$ cat config.mk
export PLATFORM = sky130hd
export DESIGN_NAME = hspl_top
export DESIGN_NICKNAME = d
export VERILOG_FILES = /design/src/hw/hspl_top.v
export VERILOG_INCLUDE_DIRS = /design/src /design/src/hw
export SDC_FILE = /design/constraint.sdc
export NUM_CORES = 1
export LEC_CHECK = 0
export BUFFER_PORTS_ARGS = -buffer_cell sky130_fd_sc_hd__buf_2
export CAP_MARGIN = 20
export CORE_ASPECT_RATIO = 2
export CORE_MARGIN = 2
export CORE_UTILIZATION = 45
export DETAILED_ROUTE_END_ITERATION = 10
export PLACE_DENSITY = 0.82
export SLEW_MARGIN = 20
export SYNTH_ARGS = -nofsm -noshare
export SYNTH_HDL_FRONTEND = slang
export SYNTH_SLANG_ARGS = --single-unit
$ cat constraint.sdc
create_clock -name clk_i -period 3.28 [get_ports clk_i]
set_input_delay 0 -clock clk_i [delete_from_list [all_inputs] [get_ports clk_i]]
set_output_delay 0 -clock clk_i [all_outputs]
set_load 0.1 [all_outputs]
$ cat src/hw/hspl_map.vh
// constants for the hub strap latch and speed indicator block
`ifndef HSPL_MAP_VH
`define HSPL_MAP_VH

// ======================================================================
// register offsets (byte addresses, one word each)
`define HSPL_ADDR_STRAP 4'h0
`define HSPL_ADDR_CTRL 4'h4
`define HSPL_ADDR_IRQ_STAT 4'h8
`define HSPL_ADDR_IRQ_MASK 4'hC

// ======================================================================
// field layouts
`define HSPL_CTRL_STRAP_EN 0
`define HSPL_CTRL_HS 1
`define HSPL_CTRL_ACTIVE 2
`define HSPL_CTRL_RESET 3'h0
`define HSPL_IRQ_OC_LSB 0
`define HSPL_IRQ_OC_MSB 3
`define HSPL_IRQ_LATCH 4
`define HSPL_IRQ_RESET 5'h00

// ======================================================================
// fixed-port codes
`define HSPL_FIX_NONE 2'h0
`define HSPL_FIX_P1 2'h1
`define HSPL_FIX_P12 2'h2
`define HSPL_FIX_P123 2'h3

// ======================================================================
// synchroniser pin positions and idle levels
`define HSPL_PIN_COUNT 9
`define HSPL_PIN_EXT_RST 8
`define HSPL_PIN_STRAP_MSB 7
`define HSPL_PIN_STRAP_LSB 6
`define HSPL_PIN_SEL_MSB 5
`define HSPL_PIN_SEL_LSB 4
`define HSPL_PIN_OC_MSB 3
`define HSPL_PIN_OC_LSB 0
`define HSPL_PIN_IDLE 9'h00F

// ======================================================================
// timing: least external reset low time
`define HSPL_RST_MIN_NS 1000
`define HSPL_CLK_PERIOD_NS 10

`endif

$ cat src/hw/hspl_top.v
// strap latch, indicator drive and over-current sense for a four-port hub
//
// Decided for this implementation: the Wishbone interface to the registers and the register offsets.
`timescale 1ns/1ps
`default_nettype none
`include "hspl_map.vh"

// the block watches the hub's reset-time pins. while the external reset
// pin is low every shared strap pin is an input; on its release the
// config selects and, when enabled, the fixed-port straps are captured
// once and then held. the two indicator levels follow software state in
// the control register, as the link logic that knows speed and suspend
// sits outside this block. over-current inputs are synchronised, shown
// active high and flag a sticky onset event per port.

// How it works
// - sample both fixed-port straps at reset release
// - decode fixed-port code into fixed port mask
// - latch both config selects at reset release
// - speed indicator polarity from latched select hi
// - indicator asserted at high speed, negated full
// - four active-low over-current inputs, one each
// - suspend indicator polarity from fixed-port code
module hspl_top (
	input wire clk_i,
	input wire rst_i,
	input wire ext_reset_n_i,
	input wire fixed_port_strap_hi_i,
	input wire fixed_port_strap_lo_i,
	input wire config_method_sel_lo_i,
	input wire config_method_sel_hi_i,
	input wire [3:0] port_overcurrent_sense_n_i,
	output reg upstream_speed_indicator_o,
	output reg upstream_speed_indicator_oe_o,
	output reg suspend_state_indicator_o,
	output reg suspend_state_indicator_oe_o,
	output reg [1:0] config_method_o,
	output reg [3:0] fixed_ports_o,
	output reg [3:0] port_overcurrent_o,
	output reg irq_o,
	input wire [3:0] wb_adr_i,
	input wire [31:0] wb_dat_i,
	input wire [3:0] wb_sel_i,
	input wire wb_we_i,
	input wire wb_cyc_i,
	input wire wb_stb_i,
	output reg [31:0] wb_dat_o,
	output reg wb_ack_o
);

	// decode of the fixed-port code into the fixed_ports_o port mask; the strap word carries the raw code
	function [3:0] hspl_fixed_mask;
		input [1:0] code;
		begin
			case (code)
				`HSPL_FIX_NONE: hspl_fixed_mask = 4'h0;
				`HSPL_FIX_P1: hspl_fixed_mask = 4'h1;
				`HSPL_FIX_P12: hspl_fixed_mask = 4'h3;
				`HSPL_FIX_P123: hspl_fixed_mask = 4'h7;
				default: hspl_fixed_mask = 4'h0;
			endcase
		end
	endfunction

	// ======================================================================
	// three-stage synchronisers for every pin input
	// every stage resets to the pin's idle level, so no false release edge
	// or over-current onset is seen in the first cycles after reset
	localparam [8:0] PIN_IDLE = `HSPL_PIN_IDLE;
	wire [8:0] pin_stable;
	wire [8:0] pin_raw = {ext_reset_n_i, fixed_port_strap_hi_i, fixed_port_strap_lo_i,
		config_method_sel_hi_i, config_method_sel_lo_i, port_overcurrent_sense_n_i};

	genvar gi;
	generate
		for (gi = 0; gi < `HSPL_PIN_COUNT; gi = gi + 1) begin : g_pin_sync
			reg stage1;
			reg stage2;
			reg stage3;
			reg settled;
			// a change counts only once stages two and three agree, so a
			// one-cycle glitch that slips past stage one is dropped
			always @(posedge clk_i) begin
				if (rst_i) begin
					stage1 <= PIN_IDLE[gi];
					stage2 <= PIN_IDLE[gi];
					stage3 <= PIN_IDLE[gi];
					settled <= PIN_IDLE[gi];
				end else begin
					stage1 <= pin_raw[gi];
					stage2 <= stage1;
					stage3 <= stage2;
					if (stage2 == stage3) begin
						settled <= stage2;
					end
				end
			end
			assign pin_stable[gi] = settled;
		end
	endgenerate

	wire ext_rst_n_s = pin_stable[`HSPL_PIN_EXT_RST];
	wire [3:0] oc_n_s = pin_stable[`HSPL_PIN_OC_MSB:`HSPL_PIN_OC_LSB];

	// ======================================================================
	// strap latch at external reset release
	reg ext_rst_n_d;
	reg latched;
	reg [1:0] fixed_port_code;
	reg [1:0] cfg_sel;
	reg [2:0] ctrl;
	reg [4:0] irq_stat;
	reg [4:0] irq_mask;
	reg [3:0] oc_prev;
	wire release_edge = ext_rst_n_s & ~ext_rst_n_d;

	// the release edge comes from the synchronised pin, so all straps are
	// read from one settled snapshot; the selects then stay put until the
	// next release, however the shared pins move afterwards
	always @(posedge clk_i) begin
		if (rst_i) begin
			ext_rst_n_d <= 1'b0;
			latched <= 1'b0;
			fixed_port_code <= `HSPL_FIX_NONE;
			cfg_sel <= 2'h0;
		end else begin
			ext_rst_n_d <= ext_rst_n_s;
			if (!ext_rst_n_s) begin
				latched <= 1'b0;
			end else if (release_edge) begin
				latched <= 1'b1;
				cfg_sel <= pin_stable[`HSPL_PIN_SEL_MSB:`HSPL_PIN_SEL_LSB];
				if (ctrl[`HSPL_CTRL_STRAP_EN]) begin
					fixed_port_code <= pin_stable[`HSPL_PIN_STRAP_MSB:`HSPL_PIN_STRAP_LSB];
				end else begin
					fixed_port_code <= `HSPL_FIX_NONE;
				end
			end
		end
	end

	// ======================================================================
	// pin drive and decoded outputs
	// both enables drop within a cycle of the synchronised pin going low again, handing
	// the shared pins back to the straps well before the next capture
	always @(posedge clk_i) begin
		if (rst_i) begin
			upstream_speed_indicator_o <= 1'b0;
			upstream_speed_indicator_oe_o <= 1'b0;
			suspend_state_indicator_o <= 1'b0;
			suspend_state_indicator_oe_o <= 1'b0;
			config_method_o <= 2'h0;
			fixed_ports_o <= 4'h0;
			port_overcurrent_o <= 4'h0;
		end else begin
			upstream_speed_indicator_oe_o <= latched & ext_rst_n_s;
			suspend_state_indicator_oe_o <= latched & ext_rst_n_s;
			upstream_speed_indicator_o <= ctrl[`HSPL_CTRL_HS] ^ cfg_sel[1];
			// low-active for codes 01 and 11
			suspend_state_indicator_o <= ctrl[`HSPL_CTRL_ACTIVE] ^ fixed_port_code[0];
			config_method_o <= cfg_sel;
			fixed_ports_o <= hspl_fixed_mask(fixed_port_code);
			port_overcurrent_o <= ~oc_n_s;
		end
	end

	// ======================================================================
	// wishbone slave, one-cycle ack, reads of the status word clear it
	wire req = wb_cyc_i & wb_stb_i & ~wb_ack_o;
	wire rd_stat = req & ~wb_we_i & (wb_adr_i == `HSPL_ADDR_IRQ_STAT);
	// onset is a high-to-low step of the synchronised sense input; a port
	// that is already in over-current when reset ends raises an event once its input settles low
	wire [3:0] oc_onset = ~oc_n_s & oc_prev;
	wire [4:0] irq_events = {release_edge, oc_onset};

	// the ack is registered: a request seen at one edge is answered at the
	// next, and the ~ack term keeps a held request from being taken twice

	always @(posedge clk_i) begin
		if (rst_i) begin
			wb_ack_o <= 1'b0;
			wb_dat_o <= 32'h00000000;
			ctrl <= `HSPL_CTRL_RESET;
			irq_stat <= `HSPL_IRQ_RESET;
			irq_mask <= `HSPL_IRQ_RESET;
			oc_prev <= 4'h0;
			irq_o <= 1'b0;
		end else begin
			wb_ack_o <= req;
			oc_prev <= oc_n_s;
			// new events win over the read clear
			irq_stat <= (rd_stat ? 5'h00 : irq_stat) | irq_events;
			irq_o <= |(irq_stat & irq_mask);
			if (req && wb_we_i && wb_sel_i[0]) begin
				case (wb_adr_i)
					`HSPL_ADDR_CTRL: ctrl <= wb_dat_i[2:0];
					`HSPL_ADDR_IRQ_MASK: irq_mask <= wb_dat_i[4:0];
					default: ;
				endcase
			end
			if (req && !wb_we_i) begin
				case (wb_adr_i)
					`HSPL_ADDR_STRAP: wb_dat_o <= {22'h000000, port_overcurrent_o,
						cfg_sel, fixed_port_code, latched, 1'b0};
					`HSPL_ADDR_CTRL: wb_dat_o <= {29'h00000000, ctrl};
					`HSPL_ADDR_IRQ_STAT: wb_dat_o <= {27'h0000000, irq_stat};
					`HSPL_ADDR_IRQ_MASK: wb_dat_o <= {27'h0000000, irq_mask};
					default: wb_dat_o <= 32'h00000000;
				endcase
			end
		end
	end

endmodule // hspl_top
`default_nettype wire

==> After elaboration in Yosys (flattened, before gate mapping) <==
Index checks and enable logic that the tools add are counted.
{ "op_classes": {"n_mux": 4, "eq_ne": 15, "n_reduce_logical": 11, "bitwise": 16} }
{ "op_table": {"columns": ["cell", "n"], "rows": [
  ["$pmux W10 S4", 1],
  ["$pmux W4 S4", 1],
  ["$eq A1 B1 Y1", 9],
  ["$eq A4 B4 Y1 const B", 2],
  ["$and A1 B1 Y1", 6],
  ["$reduce_and A2 Y1", 3],
  ["$and A5 B5 Y5", 1],
  ["$mux W5", 1],
  ["$or A5 B5 Y5", 1],
  ["$reduce_or A5 Y1", 1],
  ["$and A4 B4 Y4", 1],
  ["$eq A2 B2 Y1 const B", 2],
  ["$eq A4 B3 Y1 const B", 1],
  ["$logic_not A4 Y1", 1],
  ["$not A1 Y1", 4],
  ["$not A4 Y4", 1],
  ["$logic_and A1 B1 Y1", 3],
  ["$eq A2 B1 Y1 const B", 1],
  ["$logic_not A2 Y1", 1],
  ["$mux W2", 1],
  ["$reduce_or A2 Y1", 1],
  ["$xor A1 B1 Y1", 2],
  ["$logic_not A1 Y1", 1]
]} }
{ "totals": {"in_bits": 54, "out_inout_bits": 48, "word_cells": 99, "regBits": 106} }

==> Logic depth before layout (Yosys ltp) <==
{ "depth": {"ltp_word": 6, "mapped_depth": 5, "depth_no_buf": 3} }

==> Worst setup path after synthesis <==
OpenSTA, ideal clock, no wires.
{ "synth_path": {"path_kind": "reg2reg", "start": "register wb_ack_o", "end": "register wb_dat_o[6]", "slack_ns": 1.387, "n_path_buf": 1, "stages_incl_launch_ff": 5, "period_less_slack_ns": 1.893, "setup_time_ns": 0.062, "arrival_ns": 1.830, "t_required_ns": 3.218, "path_cell_list": "dfxtp_1 nand4bb_1 nor2b_1 clkbuf_1 a22o_1"} }
{ "synth_via": {"elab_chain_len": 3} }
{ "synth_lines": {"columns": ["element", "line", "text"], "rows": [
  ["start, declared", "hspl_top.v:48", "output reg wb_ack_o"],
  ["start signal, assigned", "hspl_top.v:189", "wb_ack_o <= req;"],
  ["$not A1 Y1", "hspl_top.v:169", "wire req = wb_cyc_i & wb_stb_i & ~wb_ack_o;"],
  ["$and A1 B1 Y1", "hspl_top.v:169", null],
  ["$logic_and A1 B1 Y1", "hspl_top.v:201", "if (req && !wb_we_i) begin"],
  ["end signal, assigned", "hspl_top.v:203", "`HSPL_ADDR_STRAP: wb_dat_o <= {22'h000000, port_overcurrent_o,"],
  ["end signal, assigned", "hspl_top.v:205", "`HSPL_ADDR_CTRL: wb_dat_o <= {29'h00000000, ctrl};"],
  ["end signal, assigned", "hspl_top.v:206", "`HSPL_ADDR_IRQ_STAT: wb_dat_o <= {27'h0000000, irq_stat};"],
  ["end, declared", "hspl_top.v:47", "output reg [31:0] wb_dat_o,"]
]} }
No other way between the ends.
A chain may end at the register's enable or synchronous reset.

==> Worst setup path after layout <==
{ "layout_path": {"start": "register wb_ack_o", "end": "register wb_dat_o[2]"} }
The elaborated chain is that of the path after synthesis.

==> flow_summary.toml <==
[worst_setup_path]
crit_required_ps = 3550
endpoint_kind = "register"
cp.arrival_ps = 1760
startpoint_type = "register"
r2r-start = "wb_ack_o"
r2r_setup_slack_ps = 1800
path_max_fanout = 10
reg2reg_to = "wb_dat_o[2]"
worst-r2r-cell-count = 3
critPathKind = "reg -> reg"

[pwr]
p_seq_share_pct = 46.4
finalPower_uw = 2220
power.density_nw_per_um2 = 615
peakVddDrop_v = 0.000430
swShare_pct = 23.7
p_comb_share_pct = 8.8
net-switching-power_uw = 527
p_clk_share_pct = 44.8
p_leak_uw = 0.00152
power.internal_uw = 1700

[sta]
tightest_slew_ps = 723
skew_ps = 8.93
tns_ps = 0
relSlewSlack_pct = 51.7
post-route-period-util_pct = 45.3
max_freq_ghz = 0.673
rsz0062_at_grt = "false"
hold_viol = 0
setup_viol = 0
drv_slew = 0
min_period_ps = 1480
setup_slack_ps = 1800

[die]
die_w_um = 61.5
initial_core_util_pct = 45.7
die_h_um = 119
num_io_pins = 102
core_um2 = 6520
fp-row-count = 42
die_area_um2 = 7320

[placement]
post-place-ws_ps = 1820
portBuffers = 48
placed_cell_area_um2 = 3170
place_congestion = 0.820
dpl.hpwl_um = 3290

[global_route]
grt_pass1_vias = 1812
grt_use_met2_pct = 23.2
grt_max_degree = 46
grt_pass1_wl_um = 7970
overflow = 0
top_usage_layer = "met2"
grt_use_met1_pct = 16.8
antenna_found_initial = 0
gr-usage-met3_pct = 6.19
grt_usage_pct = 15.0

[cells_and_area]
post-route-cell-area_um2 = 3610
finalNetCount = 396
syn_to_final_growth_pct = 21.4
antenna_cells = 0
fillers = 558
drive_above_1_share_pct = 23.9

[route]
drtAntennaViolNets = 0
drt_iter0_drc = 68
drtPass1Iterations = 4
route.detailed.wl_per_inst_um = 11.7
routed-via-count = 2001
drcViolationCount = 0
via_per_inst = 4.60
routed_wl_um = 5100

[logic_synthesis]
synth-async-reset-ratio_pct = 0
synthCells = 283
ys_ff_latch = 83
yosysMostFrequentCell = "dfxtp_1"
synth_common_cells = "dfxtp_1, buf_4, nor2b_1, nand2b_1"
ys_top_cells_by_area = "dfxtp_1, buf_4, nor2b_1"
yosys_warnings = 0
syn_avg_cell_area_um2 = 10.5
synth_edf_count = 0
synthesis.area_um2 = 2980
synth_top_area_cell = "dfxtp_1"
ys.flop_type = "dfxtp_1"
yosys.area.top_type_share_pct = 55.8
seq_area_frac_synth_pct = 55.8
synth_cell_type_count = 36

[hold_path]
min_from = "wb_stb_i"
hold_path_end = "wb_ack_o"
whs_path_depth = 3
holdCritPathClass = "in -> reg"

[clock_network]
ctsResizeCount = 0
htree_levels = 3
clock-root-buffer = "clkbuf_16"
clock-sinks = 83
cts_hold_buf = 14
clkTransAtPathRegs_ps = 60
cts_tree = "done"
cts.path.max_buffers = 2
clk_latency_ps = 330
postCtsSetupRepairBufs = 0
cts_buffers = 9

[job]
drv_cap = 0

[outcome]
status = "finished, final reports clean"
-- flip-flops by register name, indices dropped and copies added, names as in the netlist, 2 cells and up --
name                cells
ctrl                    3
irq_mask                5
oc_prev                 4
port_overcurrent_o      4
config_method_o         2
cfg_sel                 2
wb_dat_o               10
fixed_ports_o           3
g_pin_sync.stage3       9
irq_stat                5
g_pin_sync.settled      8
g_pin_sync.stage1       9
g_pin_sync.stage2       9
fixed_port_code         2
-- metal layers --
layer,up-vias,share of wire [%]
met1,912,43
met5,-,0
li1,1016,-
met4,0,3.0
met3,15,4.9
met2,58,49
-- per-stage QoR --
step	hold slack [ps]	utilization [%]	instances
3_5_place_dp	186	48.6	405
6_report	8.70	55.4	435
3_3_place_gp	182	48.6	405
2_1_floorplan	104	-	305
4_1_cts	2.86	55.4	435
5_1_grt	14.8	55.4	435
-- power by group through the flow --
stage	sequential (µW)	clock [µW]	combinational, µW
floorplan	1060	0	179
global placement	1050	0	180
detailed placement	1050	0	181
CTS	1030	1010	194
global route	1030	1070	204
finish	1030	996	195
-- layout make-up --
class | count | area (µm²) | area share [%]
tap | 88 | 110 | 3.05
clock inverter | 4 | 48.8 | 1.35
sequential | 83 | 1660 | 46.0
inverter | 6 | 22.5 | 0.623
timing repair buffer | 63 | 388 | 10.7
clock buffer | 12 | 256 | 7.10
multi-input combinational | 179 | 1120 | 31.1
-- critical path, stage by stage (launching register included) --
cell and delay, ps:
dfxtp_1 330, nand4bb_1 210, nor2b_1 630, a22o_1 260
-- worst max-delay path by stage --
| stage | from | to | slack [ps] |
|---|---|---|---|
| floorplan | wb_ack_o | wb_dat_o[6] | 1390 |
| global placement | wb_ack_o | wb_dat_o[7] | 1830 |
| detailed placement | wb_ack_o | wb_dat_o[7] | 1820 |
| CTS | wb_ack_o | wb_dat_o[2] | 1800 |
| global route | wb_ack_o | wb_dat_o[2] | 1660 |
| finish | wb_ack_o | wb_dat_o[2] | 1800 |
-- placed cells by master (no fill, tap or decap), types with 10 or more instances in the layout --
master         count
mux2i_1           11
nand2_1           12
conb_1            23
a21oi_1           14
nand2b_1          19
a22o_1            10
nor2b_1           25
dlygate4sd3_1     14
dfxtp_1           83
buf_2             48
or2_2             11
nor2_1            14
-- kinds of logic after synthesis --
kind of cell	Yosys count	synth area share [%]
buffers and inverters	43	9.12
muxes	13	5.21
DFF	83	55.8
other	1	0.126
AOI/OAI and AO/OA	44	9.88
xor gates and xnor gates	2	0.589
and+or+nand+nor	97	19.2
Note: power is estimated with default switching activity, not from simulation.
